### config.mk
export PLATFORM = sky130hd
export DESIGN_NAME = wkt_top
export DESIGN_NICKNAME = d
export VERILOG_FILES = /design/src/core/wkt_pkg.sv /design/src/core/wkt_top.sv
export VERILOG_INCLUDE_DIRS = /design/src /design/src/core
export SDC_FILE = /design/constraint.sdc
export NUM_CORES = 1
export LEC_CHECK = 0
export ABC_AREA = 1
export BUFFER_PORTS_ARGS = -buffer_cell sky130_fd_sc_hd__buf_2
export CORE_ASPECT_RATIO = 1.1
export CORE_MARGIN = 2
export CORE_UTILIZATION = 35
export CTS_CLUSTER_DIAMETER = 50
export DETAILED_ROUTE_END_ITERATION = 10
export PLACE_DENSITY = 0.6
export SYNTH_ARGS = -nofsm -noshare
export SYNTH_HDL_FRONTEND = slang
export SYNTH_SLANG_ARGS = --single-unit
### constraint.sdc
create_clock -name aclk -period 5 [get_ports aclk]
set_input_delay 0.5 -clock aclk [delete_from_list [all_inputs] [get_ports aclk]]
set_output_delay 0.5 -clock aclk [all_outputs]
set_load 0.01 [all_outputs]
### src/core/wkt_regs.svh
`ifndef WKT_REGS_SVH
`define WKT_REGS_SVH

// register byte offsets
`define WKT_OFF_CONFIG   8'h00
`define WKT_OFF_PERIOD   8'h04
`define WKT_OFF_DUTY     8'h08
`define WKT_OFF_IRQEN    8'h0C
`define WKT_OFF_THRESH   8'h10
`define WKT_OFF_STATUS   8'h14
`define WKT_OFF_ADCCMD   8'h18
`define WKT_OFF_ADCRES   8'h1C
`define WKT_OFF_STATE    8'h20
`define WKT_OFF_CMD      8'h24

// config field positions
`define WKT_CFG_EN       0
`define WKT_CFG_CALEN    1
`define WKT_CFG_CALPER   2
`define WKT_CFG_LOWBAT   5
`define WKT_CFG_DUTYRX   6
`define WKT_CFG_DUTYTX   7
`define WKT_CFG_CLKSEL   8
// period field positions
`define WKT_PER_MANT     0
`define WKT_PER_EXPO     16
// status / irq enable bit positions
`define WKT_ST_TIMER     0
`define WKT_ST_LOWBAT    1
`define WKT_ST_SENT      2
`define WKT_ST_CAL       3
`define WKT_IRQEN_GPIO   8
// command register bit
`define WKT_CMD_PWRUP    0

// reset values
`define WKT_RST_CONFIG   9'h000
`define WKT_RST_MANT     16'h0001
`define WKT_RST_EXPO     5'h00
`define WKT_RST_DUTY     8'h01
`define WKT_RST_IRQEN    4'h0
`define WKT_RST_THRESH   5'h00
`define WKT_RST_TRIM     8'h80

// timing
`define WKT_RC_HZ        32768
`define WKT_XO_HZ        30000000
`define WKT_CAL_TARGET   (`WKT_XO_HZ / `WKT_RC_HZ)
`define WKT_CAL_TOL      2
`define WKT_UNIT_TICKS   4
`define WKT_EXPO_MAX     5'd20

// bus responses
`define WKT_RESP_OKAY    2'b00
`define WKT_RESP_SLVERR  2'b10

`endif

### src/core/wkt_pkg.sv
package wkt_pkg;

  typedef enum logic [1:0] {
    WKT_IDLE,
    WKT_RX_WIN,
    WKT_RX_EXT,
    WKT_TX
  } wkt_duty_t;

  typedef enum logic [1:0] {
    WKT_CAL_OFF,
    WKT_CAL_ARM,
    WKT_CAL_CNT
  } wkt_cal_t;

  typedef struct packed {
    logic        awvalid;
    logic [7:0]  awaddr;
    logic        wvalid;
    logic [31:0] wdata;
    logic [3:0]  wstrb;
    logic        bready;
    logic        arvalid;
    logic [7:0]  araddr;
    logic        rready;
  } wkt_axi_req_t;

  typedef struct packed {
    logic        awready;
    logic        wready;
    logic        bvalid;
    logic [1:0]  bresp;
    logic        arready;
    logic        rvalid;
    logic [31:0] rdata;
    logic [1:0]  rresp;
  } wkt_axi_rsp_t;

  // pin-level inputs from the radio and analog front end
  typedef struct packed {
    logic        clk32_rc;
    logic        clk32_xtal;
    logic        xo_ref;
    logic        preamble_ok;
    logic        sync_ok;
    logic        pkt_done;
    logic        rx_err;
    logic        tx_done;
    logic        batt_below;
    logic        adc_done;
    logic [10:0] adc_data;
  } wkt_radio_in_t;

  typedef struct packed {
    wkt_axi_rsp_t axi;
    logic [2:0]  rc_s, xt_s, xo_s, txd_s, pkt_s, adc_s;
    logic [1:0]  pre_s, syn_s, err_s, bat_s;
    logic [8:0]  cfg;
    logic [15:0] mant;
    logic [4:0]  expo;
    logic [7:0]  duty;
    logic [3:0]  irq_en;
    logic        gpio_mode;
    logic [4:0]  thresh;
    logic [3:0]  status;
    logic        aw_ok, w_ok;
    logic [7:0]  aw_addr;
    logic [31:0] w_data;
    logic [3:0]  w_strb;
    logic [22:0] presc;
    logic [15:0] units;
    logic [7:0]  exp_cnt;
    wkt_duty_t   st;
    logic [7:0]  dur;
    logic        ext;
    logic        rx_on;
    logic        tx_start;
    logic        cal_pend;
    wkt_cal_t    cal;
    logic [15:0] xo_cnt;
    logic [7:0]  trim;
    logic        xo_en;
    logic        adc_start;
    logic [2:0]  adc_sel;
    logic        adc_busy;
    logic [10:0] adc_res;
    logic        adc_val;
    logic        irq_n;
    logic        lowbat_pin;
  } wkt_state_t;

endpackage

### src/core/wkt_top.sv
// Local design decisions: the register offsets and the AXI4-Lite register port.
`timescale 1ns/100ps
`include "wkt_regs.svh"

module wkt_top
  import wkt_pkg::*;
(
  input  wire logic          aclk,          // 100 MHz bus clock
  input  wire logic          aresetn,       // sync reset, active low
  input  wire wkt_axi_req_t  axi_req,       // AXI4-Lite master side
  output      wkt_axi_rsp_t  axi_rsp,       // AXI4-Lite slave side
  input  wire wkt_radio_in_t radio_in,      // async pins
  output      logic          irq_request_n, // interrupt line
  output      logic          lowbat_gpio,   // direct low battery pin
  output      logic          rx_on,         // radio receive enable
  output      logic          tx_start,      // one-cycle send request
  output      logic          xo_enable,     // main crystal enable
  output      logic [7:0]    rc_trim,       // RC oscillator trim
  output      logic          adc_start,     // converter start pulse
  output      logic [2:0]    adc_sel,       // pin, battery, temp
  output      logic [4:0]    batt_thresh    // comparator DAC code
);

  wkt_state_t q, d;
  logic       unit_w;
  logic       exp_w;

  always_comb begin
    logic        tick, rc_tick, xo_tick, txd, pkt, adc_edge;
    logic        dur_end, wr, rd_hit;
    logic [31:0] m, nw, rv;
    logic [4:0]  r;
    logic [22:0] unit_len;
    logic [3:0]  set;
    d        = q;
    set      = 4'h0;
    rv       = 32'h0000_0000;
    rd_hit   = 1'b1;
    d.tx_start  = 1'b0;
    d.adc_start = 1'b0;

    // synchronisers: stage 0 feeds stage 1, and stage 1 feeds stage 2 on the edge-detected inputs
    d.rc_s  = {q.rc_s[1:0],  radio_in.clk32_rc};
    d.xt_s  = {q.xt_s[1:0],  radio_in.clk32_xtal};
    d.xo_s  = {q.xo_s[1:0],  radio_in.xo_ref};
    d.txd_s = {q.txd_s[1:0], radio_in.tx_done};
    d.pkt_s = {q.pkt_s[1:0], radio_in.pkt_done};
    d.adc_s = {q.adc_s[1:0], radio_in.adc_done};
    d.pre_s = {q.pre_s[0],   radio_in.preamble_ok};
    d.syn_s = {q.syn_s[0],   radio_in.sync_ok};
    d.err_s = {q.err_s[0],   radio_in.rx_err};
    d.bat_s = {q.bat_s[0],   radio_in.batt_below};

    rc_tick  = q.rc_s[1] & ~q.rc_s[2];
    xo_tick  = q.xo_s[1] & ~q.xo_s[2];
    txd      = q.txd_s[1] & ~q.txd_s[2];
    pkt      = q.pkt_s[1] & ~q.pkt_s[2];
    adc_edge = q.adc_s[1] & ~q.adc_s[2];
    tick     = q.cfg[`WKT_CFG_CLKSEL] ? (q.xt_s[1] & ~q.xt_s[2])
                                      : rc_tick;

    // one period unit is 4 * 2^exponent ticks of 32768 Hz, with the exponent held at 20 above that
    r        = (q.expo > `WKT_EXPO_MAX) ? `WKT_EXPO_MAX : q.expo;
    unit_len = 23'(`WKT_UNIT_TICKS) << r;
    unit_w   = 1'b0;
    exp_w    = 1'b0;
    if (!q.cfg[`WKT_CFG_EN] || q.mant == 16'h0000) begin
      d.presc = 23'h00_0000;
      d.units = 16'h0000;
    end else if (tick) begin
      // >= so that a period rewritten mid-count cannot run past its end
      if (q.presc >= unit_len - 23'd1) begin
        d.presc = 23'h00_0000;
        unit_w  = 1'b1;
        if (q.units >= q.mant - 16'd1) begin
          d.units = 16'h0000;
          exp_w   = 1'b1;
        end else begin
          d.units = q.units + 16'd1;
        end
      end else begin
        d.presc = q.presc + 23'd1;
      end
    end

    if (exp_w) begin
      set[`WKT_ST_TIMER] = 1'b1;
      if (q.cfg[`WKT_CFG_LOWBAT] && q.bat_s[1]) begin
        set[`WKT_ST_LOWBAT] = 1'b1;
      end
      if (q.cfg[`WKT_CFG_CALEN]) begin
        if (q.exp_cnt >= (8'd1 << q.cfg[`WKT_CFG_CALPER +: 3]) - 8'd1) begin
          d.exp_cnt  = 8'h00;
          d.cal_pend = 1'b1;
        end else begin
          d.exp_cnt = q.exp_cnt + 8'd1;
        end
      end
    end

    // duty-cycled wake sequencer
    dur_end = unit_w && (q.dur >= q.duty - 8'd1);
    if (unit_w) begin
      d.dur = q.dur + 8'd1;
    end
    case (q.st)
      WKT_IDLE: begin
        d.rx_on = 1'b0;
        if (exp_w && q.cfg[`WKT_CFG_DUTYRX] && q.duty != 8'h00) begin
          d.st    = WKT_RX_WIN;
          d.rx_on = 1'b1;
          d.dur   = 8'h00;
          d.ext   = 1'b0;
        end else if (exp_w && q.cfg[`WKT_CFG_DUTYTX]) begin
          d.st       = WKT_TX;
          d.tx_start = 1'b1;
        end
      end
      WKT_RX_WIN: begin
        if (q.pre_s[1] || q.syn_s[1]) begin
          d.ext = 1'b1;
        end
        if (q.err_s[1]) begin
          d.ext = 1'b0;
        end
        if (pkt || !q.cfg[`WKT_CFG_EN]) begin
          d.st    = WKT_IDLE;
          d.rx_on = 1'b0;
        end else if (dur_end) begin
          d.dur = 8'h00;
          if (d.ext) begin
            d.st = WKT_RX_EXT;
          end else begin
            d.st    = WKT_IDLE;
            d.rx_on = 1'b0;
          end
        end
      end
      WKT_RX_EXT: begin
        if (pkt || dur_end || !q.cfg[`WKT_CFG_EN]) begin
          d.st    = WKT_IDLE;
          d.rx_on = 1'b0;
        end
      end
      WKT_TX: begin
        if (txd) begin
          d.st              = WKT_IDLE;
          set[`WKT_ST_SENT] = 1'b1;
        end
      end
      default: begin
        d.st    = WKT_IDLE;
        d.rx_on = 1'b0;
      end
    endcase

    // RC calibration against the crystal over one RC period
    case (q.cal)
      WKT_CAL_OFF: begin
        d.xo_en = 1'b0;
        if (q.cal_pend) begin
          d.cal_pend = 1'b0;
          d.cal      = WKT_CAL_ARM;
          d.xo_en    = 1'b1;
        end
      end
      WKT_CAL_ARM: begin
        // first RC edge also gives the crystal time to start
        if (rc_tick) begin
          d.cal    = WKT_CAL_CNT;
          d.xo_cnt = 16'h0000;
        end
      end
      WKT_CAL_CNT: begin
        if (rc_tick) begin
          // more crystal edges than nominal: RC too slow
          if (q.xo_cnt > 16'(`WKT_CAL_TARGET + `WKT_CAL_TOL)) begin
            d.trim = (q.trim == 8'hFF) ? q.trim : q.trim + 8'd1;
          end else if (q.xo_cnt < 16'(`WKT_CAL_TARGET - `WKT_CAL_TOL)) begin
            d.trim = (q.trim == 8'h00) ? q.trim : q.trim - 8'd1;
          end
          d.cal            = WKT_CAL_OFF;
          d.xo_en          = 1'b0;
          set[`WKT_ST_CAL] = 1'b1;
        end else if (xo_tick) begin
          d.xo_cnt = q.xo_cnt + 16'd1;
        end
      end
      default: begin
        d.cal   = WKT_CAL_OFF;
        d.xo_en = 1'b0;
      end
    endcase

    // converter: data is stable once the done pin rises
    if (adc_edge && q.adc_busy) begin
      d.adc_res  = radio_in.adc_data;
      d.adc_val  = 1'b1;
      d.adc_busy = 1'b0;
    end

    // AXI4-Lite write path, address and data in either order
    if (q.axi.awready && axi_req.awvalid) begin
      d.aw_ok   = 1'b1;
      d.aw_addr = axi_req.awaddr;
    end
    if (q.axi.wready && axi_req.wvalid) begin
      d.w_ok   = 1'b1;
      d.w_data = axi_req.wdata;
      d.w_strb = axi_req.wstrb;
    end
    for (int i = 0; i < 4; i++) begin
      m[8*i +: 8] = {8{q.w_strb[i]}};
    end
    wr = q.aw_ok && q.w_ok && !q.axi.bvalid;
    nw = q.w_data & m;
    d.status = q.status;
    if (wr) begin
      d.aw_ok      = 1'b0;
      d.w_ok       = 1'b0;
      d.axi.bvalid = 1'b1;
      d.axi.bresp  = `WKT_RESP_OKAY;
      case ({q.aw_addr[7:2], 2'b00})
        `WKT_OFF_CONFIG: d.cfg = (q.cfg & ~m[8:0]) | nw[8:0];
        `WKT_OFF_PERIOD: begin
          d.mant = (q.mant & ~m[15:0]) | nw[15:0];
          d.expo = (q.expo & ~m[20:16]) | nw[20:16];
        end
        `WKT_OFF_DUTY:   d.duty = (q.duty & ~m[7:0]) | nw[7:0];
        `WKT_OFF_IRQEN: begin
          d.irq_en    = (q.irq_en & ~m[3:0]) | nw[3:0];
          if (m[`WKT_IRQEN_GPIO]) begin
            d.gpio_mode = q.w_data[`WKT_IRQEN_GPIO];
          end
        end
        `WKT_OFF_THRESH: d.thresh = (q.thresh & ~m[4:0]) | nw[4:0];
        `WKT_OFF_STATUS: d.status = q.status & ~nw[3:0];
        `WKT_OFF_ADCCMD: begin
          if (m[0] && nw[2:0] != 3'b000) begin
            d.adc_sel   = nw[2:0];
            d.adc_start = 1'b1;
            d.adc_busy  = 1'b1;
            d.adc_val   = 1'b0;
          end
        end
        `WKT_OFF_CMD: begin
          if (nw[`WKT_CMD_PWRUP]) begin
            d.cal_pend = 1'b1;
          end
        end
        default: d.axi.bresp = `WKT_RESP_SLVERR;
      endcase
    end
    d.status = d.status | set; // set wins over a same-cycle clear
    if (q.axi.bvalid && axi_req.bready) begin
      d.axi.bvalid = 1'b0;
    end
    d.axi.awready = !d.aw_ok && !d.axi.bvalid;
    d.axi.wready  = !d.w_ok && !d.axi.bvalid;

    // AXI4-Lite read path
    case ({axi_req.araddr[7:2], 2'b00})
      `WKT_OFF_CONFIG: rv[8:0] = q.cfg;
      `WKT_OFF_PERIOD: rv = {11'h000, q.expo, q.mant};
      `WKT_OFF_DUTY:   rv[7:0] = q.duty;
      `WKT_OFF_IRQEN:  rv[8:0] = {q.gpio_mode, 4'h0, q.irq_en};
      `WKT_OFF_THRESH: rv[4:0] = q.thresh;
      `WKT_OFF_STATUS: rv[3:0] = q.status;
      `WKT_OFF_ADCCMD: rv[3:0] = {q.adc_busy, q.adc_sel};
      `WKT_OFF_ADCRES: rv = {q.adc_val, 20'h0_0000, q.adc_res};
      `WKT_OFF_STATE:  rv[13:0] = {q.trim, q.cal, q.st, q.ext, q.rx_on};
      `WKT_OFF_CMD:    rv = 32'h0000_0000;
      default:         rd_hit = 1'b0;
    endcase
    if (q.axi.arready && axi_req.arvalid) begin
      d.axi.arready = 1'b0;
      d.axi.rvalid  = 1'b1;
      d.axi.rdata   = rv;
      d.axi.rresp   = rd_hit ? `WKT_RESP_OKAY : `WKT_RESP_SLVERR;
    end else if (q.axi.rvalid && axi_req.rready) begin
      d.axi.rvalid  = 1'b0;
      d.axi.arready = 1'b1;
    end

    // low battery goes to the pin instead of the irq when routed
    // next enables, so the line follows a new mask without a stale cycle
    d.lowbat_pin = d.gpio_mode && d.status[`WKT_ST_LOWBAT];
    d.irq_n = ~|(d.status & d.irq_en &
                 {2'b11, ~d.gpio_mode, 1'b1});
  end

  always_ff @(posedge aclk) begin
    if (!aresetn) begin
      q             <= '0;
      q.cfg         <= `WKT_RST_CONFIG;
      q.mant        <= `WKT_RST_MANT;
      q.expo        <= `WKT_RST_EXPO;
      q.duty        <= `WKT_RST_DUTY;
      q.irq_en      <= `WKT_RST_IRQEN;
      q.thresh      <= `WKT_RST_THRESH;
      q.trim        <= `WKT_RST_TRIM;
      q.st          <= WKT_IDLE;
      q.cal         <= WKT_CAL_OFF;
      q.cal_pend    <= 1'b1; // reset covers power-up and shutdown exit
      q.irq_n       <= 1'b1;
      q.axi.awready <= 1'b1;
      q.axi.wready  <= 1'b1;
      q.axi.arready <= 1'b1;
    end else begin
      q <= d;
    end
  end

  assign axi_rsp       = q.axi;
  assign irq_request_n = q.irq_n;
  assign lowbat_gpio   = q.lowbat_pin;
  assign rx_on         = q.rx_on;
  assign tx_start      = q.tx_start;
  assign xo_enable     = q.xo_en;
  assign rc_trim       = q.trim;
  assign adc_start     = q.adc_start;
  assign adc_sel       = q.adc_sel;
  assign batt_thresh   = q.thresh;
endmodule

==> results of run 1 <==
## worst max-delay path by stage
| stage | start | end | slack, ns | cells after the start |
|---|---|---|---|---|
| global route | register | q[80] | 0.06 | 27 |
| global placement | register | q[80] | 0.72 | 30 |
| finish | register | q[80] | 0.60 | 28 |
| detailed placement | register | q[55] | 0.64 | 28 |
| CTS | register | q[54] | 0.62 | 28 |
| floorplan | register | q[50] | 1.44 | 30 |
## logic make-up after synthesis
family | after synthesis | synth area share [%]
flops | 246 | 36.7
xor+xnor | 60 | 4.01
simple gates | 747 | 25.5
compound gates | 377 | 15.4
fa+ha+maj | 77 | 7.23
buf+inv | 333 | 11.1
mux | 1 | 0.0745
other cells | 2 | 0.0559
## layer usage
metal  wire (um)  vias up  global-route usage (%)
met3        2010       62                    2.98
met5           0        -                       0
met4         838        0                    5.29
met1       16200     5478                    23.0
li1            -     6127                       -
met2       16400      288                    28.5
## report_power, final
| part | internal (uW) | switching [uW] | total, uW |
|---|---|---|---|
| combinational | 80.8 | 177 | 258 |
| sequential | 2010 | 38.7 | 2050 |
| clock | 1420 | 953 | 2380 |
## cell usage in the layout, fill, tap and decap left out, drive strengths merged, types with 5 or more instances in the layout
master    synthesis  layout
nand3            83      83
o21ai           145     145
a211oi            9       9
clkinv            2       7
nand2           321     321
nor3             44      44
nand4            29      29
a22oi             5       5
o22ai            13      13
nand3b            6       6
or2               5       5
a21oi           173     173
xor2             45      45
nor4              8       8
clkbuf           33      42
buf              70     118
inv             228     233
conb              2      13
nor3b             8       8
a221oi            6       6
a31oi             6       6
ha               76      76
clkinvlp          0       7
o21a              5       5
xnor2            14      14
dfxtp           246     246
o211ai            5       5
nor2            241     241
## through the flow
stage	hold slack (ns)	std cells	area, um^2	worst slack (ns)	total power, uW
2_1_floorplan	0.390	1854	13500	1.44	2270
3_3_place_gp	0.398	2369	14100	0.716	2350
3_5_place_dp	0.403	2369	14100	0.639	2350
4_1_cts	0.153	2429	15200	0.621	4750
5_1_grt	0.165	2429	15200	0.0581	4860
6_report	0.166	2429	15200	0.605	4690
## area by class of cell
| cell class | count | area [um^2] | area share (%) |
|---|---|---|---|
| clock buffers | 42 | 951 | 6.25 |
| well taps | 500 | 626 | 4.11 |
| flip-flops and latches | 246 | 4920 | 32.4 |
| multi-input cells | 1275 | 7060 | 46.4 |
| inverters | 230 | 866 | 5.70 |
| clock inverters | 18 | 173 | 1.14 |
| repair buffers | 118 | 603 | 3.97 |
## worst reg2reg max path: cells and delay by family (launching register included)
kind | cells | cell delay (ns)
DFF | 1 | 0.53
adders and majority gates | 2 | 0.52
buffers and inverters | 3 | 0.51
AOI/OAI and AO/OA | 2 | 0.19
and+or+nand+nor | 21 | 2.53
==> impl_metrics.env, run 1 <==
export IMPL_status="finished clean"
export IMPL_layout_nets=2062
export IMPL_grt_use_total_pct=17.3
export IMPL_htree_levels=2
export IMPL_grt_overflow=0
export IMPL_tightest_slew_ns=0.989
export IMPL_r2r_cells=28
export IMPL_grt_antenna_before_repair=0
export IMPL_ys_ff_latch=246
export IMPL_fillers=3969
export IMPL_max_cap_viol_count=0
export IMPL_worstSkewPairLatency_ns=0.51
export IMPL_critPathKind="reg2reg"
export IMPL_num_rows=75
export IMPL_yosys_cell_types_count=63
export IMPL_drtAntennaViolNets=0
export IMPL_synth_most_common_cell="nand2_1"
export IMPL_r2r_end="q[80]"
export IMPL_netlist_top_cell_by_area="dfxtp_1"
export IMPL_crit_slowest_cell="dfxtp_1"
export IMPL_die_h_um=210
export IMPL_cp_buffers_inverters=3
export IMPL_cts_root_buf="clkbuf_16"
export IMPL_first_global_vias=11000
export IMPL_post_drt_wl_per_cell_um=14.6
export IMPL_worstHoldEndpoint="d[223]"
export IMPL_drt_total_wl_mm=35.5
export IMPL_end_kind="register"
export IMPL_coreArea_um2=38000
export IMPL_min_path_type="in2reg"
export IMPL_cp_top_family="simple AND/OR/NAND/NOR gates"
export IMPL_post_cts_resized=0
export IMPL_critPathRequiredTime_ns=5.39
export IMPL_worstSetupStartpointType="register"
export IMPL_max_freq_mhz=228
export IMPL_cts_buffer_depth=3
export IMPL_ys_async_sr_fraction_pct=0
export IMPL_yosysWarnings=0
export IMPL_cts_tree="yes"
export IMPL_fin_crit_ns=4.40
export IMPL_dieWidth_um=191
export IMPL_antenna_cells=0
export IMPL_setup_tns_ns=0
export IMPL_place_gp_congestion=0.868
export IMPL_crit_top_cell="nand2_1"
export IMPL_pwr_density_cell_nw_per_um2=308
export IMPL_post_dp_hpwl_mm=26.3
export IMPL_clock_skew_final_ns=0.0152
export IMPL_syn_area_um2=13400
export IMPL_fin_util_pct=40.0
export IMPL_ir_worst_vdd_uv=269
export IMPL_synth_top_area_share_pct=36.7
export IMPL_viasPerCell=4.92
export IMPL_dr_total_vias=12000
export IMPL_hold_path_startpoint="radio_in[18]"
export IMPL_p_leak_uw=0.00648
export IMPL_dr_pass1_iters=7
export IMPL_hold_violations=0
export IMPL_area_growth_pct=13.1
export IMPL_critPathMaxFanout=12
export IMPL_yosysSeqAreaShare_pct=36.7
export IMPL_cp_slowest_stage_delay_ns=0.53
export IMPL_cts_sinks=246
export IMPL_ys_flop_type="dfxtp_1"
export IMPL_synthCells=1843
export IMPL_syn_area_per_cell_um2=7.29
export IMPL_slew_headroom_pct=33.5
export IMPL_cts_buffers=34
export IMPL_port_buffers=114
export IMPL_cts_setup_buffers=0
export IMPL_synth_commonest_cells="nand2_1 (306), dfxtp_1 (246), nor2_1 (222)"
export IMPL_clk_pin_slew_ns=0.06
export IMPL_grt_pass1_wl_mm=56.1
export IMPL_period_share_pct=87.9
export IMPL_synth_edff_count=0
export IMPL_r2r_slack_ns=0.60
export IMPL_drt_iter0_drc=785
export IMPL_holdPathStages=3
export IMPL_setup_violations=0
export IMPL_die_area_um2=40000
export IMPL_start_util_pct=35.4
export IMPL_rsz0062_at_grt="no"
export IMPL_route_detailed_drc=0
export IMPL_final_max_slew_viol_count=0
export IMPL_io_pins=143
export IMPL_synth_area_top_cells="dfxtp_1 (37%), nand2_1 (8.5%), ha_1 (7.1%)"
export IMPL_grt_start_max_net_pins=75
export IMPL_drive_gt1_share_pct=12.9
export IMPL_holdBufCountCts=0
export IMPL_cp_data_arrival_time_ns=4.78
(Power assumes the default switching activity.)
==> inputs of run 2 (changes only) <==
--- a/config.mk
+++ b/config.mk
@@ -6,14 +6,13 @@
 export SDC_FILE = /design/constraint.sdc
 export NUM_CORES = 1
 export LEC_CHECK = 0
-export ABC_AREA = 1
 export BUFFER_PORTS_ARGS = -buffer_cell sky130_fd_sc_hd__buf_2
 export CORE_ASPECT_RATIO = 1.1
 export CORE_MARGIN = 2
-export CORE_UTILIZATION = 35
+export CORE_UTILIZATION = 40
 export CTS_CLUSTER_DIAMETER = 50
 export DETAILED_ROUTE_END_ITERATION = 10
-export PLACE_DENSITY = 0.6
+export PLACE_DENSITY = 0.66
 export SYNTH_ARGS = -nofsm -noshare
 export SYNTH_HDL_FRONTEND = slang
 export SYNTH_SLANG_ARGS = --single-unit
==> run 2 against run 1 <==
Hold slack lost 0.027 ns. Largest cell class unchanged. Sequential power is essentially flat. Die area shrank 16%. Combinational power shrank 24%. Routed wire length shrank 7.8%.
==> impl_metrics.env, run 2 <==
export IMPL_period_share_pct=92.1
export IMPL_end_kind="register"
export IMPL_yosysSeqAreaShare_pct=38.5
export IMPL_hold_violations=0
export IMPL_grt_pass1_wl_mm=52.3
export IMPL_route_met3_wl_mm=1.48
export IMPL_post_place_ws_ns=0.431
export IMPL_p_leak_uw=0.00558
export IMPL_dr_pass1_iters=5
export IMPL_cts_buffer_depth=3
export IMPL_num_rows=68
export IMPL_critPathMaxFanout=10
export IMPL_fin_crit_ns=4.60
export IMPL_layout_common_cells="dfxtp_1 (246), nor2_1 (171), nand2_1 (166)"
export IMPL_post_cts_resized=0
export IMPL_synth_area_top_cells="dfxtp_1 (38%), ha_1 (7.4%), nor2_1 (5.0%)"
export IMPL_grt_antenna_before_repair=0
export IMPL_die_h_um=192
export IMPL_ys_flop_type="dfxtp_1"
export IMPL_final_common_cell="dfxtp_1"
export IMPL_slew_headroom_pct=20.0
export IMPL_synth_top_area_share_pct=38.5
export IMPL_grt_start_max_net_pins=76
export IMPL_synth_most_common_cell="dfxtp_1"
export IMPL_critPathRequiredTime_ns=5.42
export IMPL_viasPerCell=5.38
export IMPL_area_growth_pct=11.3
export IMPL_synth_edff_count=0
export IMPL_min_path_type="in2reg"
export IMPL_cts_setup_buffers=0
export IMPL_netlist_top_cell_by_area="dfxtp_1"
export IMPL_first_global_vias=9957
export IMPL_cp_data_arrival_time_ns=5.02
export IMPL_clock_skew_final_ns=0.0201
export IMPL_setup_tns_ns=0
export IMPL_port_buffers=114
export IMPL_yosys_cell_types_count=75
export IMPL_syn_area_per_cell_um2=8.39
export IMPL_grt_use_total_pct=19.1
export IMPL_post_dp_hpwl_mm=24.0
export IMPL_dieWidth_um=175
export IMPL_cts_sinks=246
export IMPL_max_freq_mhz=217
export IMPL_io_pins=143
export IMPL_setup_ws_ns=0.396
export IMPL_start_util_pct=40.6
export IMPL_cts_tree="yes"
export IMPL_setup_violations=0
export IMPL_grt_overflow=0
export IMPL_holdBufCountCts=0
export IMPL_synthCells=1524
export IMPL_ys_ff_latch=246
export IMPL_syn_area_um2=12800
export IMPL_yosysWarnings=0
export IMPL_totalPowerFinal_uw=4310
export IMPL_dr_total_vias=10800
export IMPL_place_gp_congestion=0.883
export IMPL_fillers=3070
export IMPL_r2r_slack_ns=0.40
export IMPL_antenna_cells=0
export IMPL_coreArea_um2=31500
export IMPL_cts_buffers=30
export IMPL_drt_total_wl_mm=32.7
export IMPL_status="finished clean"
export IMPL_synth_commonest_cells="dfxtp_1 (246), nor2_1 (171), nand2_1 (166)"
export IMPL_final_max_slew_viol_count=0
export IMPL_die_area_um2=33400
export IMPL_drtAntennaViolNets=0
export IMPL_wl_met1_mm=14.4
export IMPL_max_cap_viol_count=0
export IMPL_layout_nets=1715
export IMPL_critPathKind="reg2reg"
export IMPL_highest_layer="met4"
export IMPL_route_detailed_drc=0
export IMPL_post_drt_wl_per_cell_um=16.3
export IMPL_worstSkewPairLatency_ns=0.57
export IMPL_fin_util_pct=45.2
export IMPL_htree_levels=1
export IMPL_drive_gt1_share_pct=12.2
export IMPL_tightest_slew_ns=1.19
export IMPL_wl_met2_mm=15.5
export IMPL_worstSetupStartpointType="register"
export IMPL_clk_pin_slew_ns=0.06
export IMPL_whs_ns=0.139
export IMPL_ir_worst_vdd_uv=306
export IMPL_ys_async_sr_fraction_pct=0
export IMPL_drt_iter0_drc=549
export IMPL_rsz0062_at_grt="no"
export IMPL_cts_root_buf="clkbuf_16"
export IMPL_pwr_density_cell_nw_per_um2=303
==> run 2: cell families (layout without fill, tap and decap cells) <==
group                      count (synthesis)  after routing  share of synthesized area, %
and+or+nand+nor                          616            616                          23.1
AOI/OAI and AO/OA                        267            267                          13.2
DFF                                      246            246                          38.5
buffers and inverters                    173            218                          6.85
xor gates and xnor gates                  84             84                          5.75
adders and majority gates                 77             77                          7.59
muxes                                     59             59                          4.93
other                                      2             13                        0.0587
==> run 2: per-layer routing <==
metal / up-vias / global-route usage, %
met1: 5082 / 24.1
met3: 60 / 2.40
met2: 260 / 33.1
met5: - / 0
li1: 5355 / -
met4: 0 / 7.60
==> run 2: final timing paths <==
check	startpoint	endpoint	cells after the start
worst min-delay path	radio_in[11]	d[214]	2
worst max-delay path	register	q[64]	16
worst max register to register	register	q[64]	16
worst min register to register	d[223]	d[224]	1
==> run 2: where the power goes <==
| part | switching (uW) | internal [uW] |
|---|---|---|
| logic | 130 | 67.4 |
| registers | 36.1 | 2000 |
| clock network | 873 | 1210 |
==> run 2: critical path: stages (launching register included) <==
cell and delay (ns):
dfxtp_1 0.31, or2_2 0.35, nor3_1 0.30, nand2_1 0.10
ha_1 0.24, or3_1 0.34, nand2_1 0.07, a22o_1 0.12
a22oi_1 0.07, ha_1 0.33, nand4_1 0.16, nor4_1 0.31
o31ai_1 0.13, o211a_1 0.28, or4b_4 0.67, o21ai_1 0.55
nor2_1 0.10
==> run 2: cell type report <==
cell class	instances	area (um^2)	share of cell area [%]
clock buffers	39	815	5.72
clock inverters	15	139	0.975
inverters	39	149	1.05
multi-input cells	1116	7030	49.4
flip-flops and latches	246	4920	34.6
well taps	420	526	3.69
repair buffers	125	653	4.59
==> run 2: metrics by stage <==
step | std cells | instance area, um^2
4_1_cts | 2000 | 14200
3_5_place_dp | 1946 | 13300
5_1_grt | 2000 | 14200
6_report | 2000 | 14200
3_3_place_gp | 1946 | 13300
2_1_floorplan | 1535 | 12800
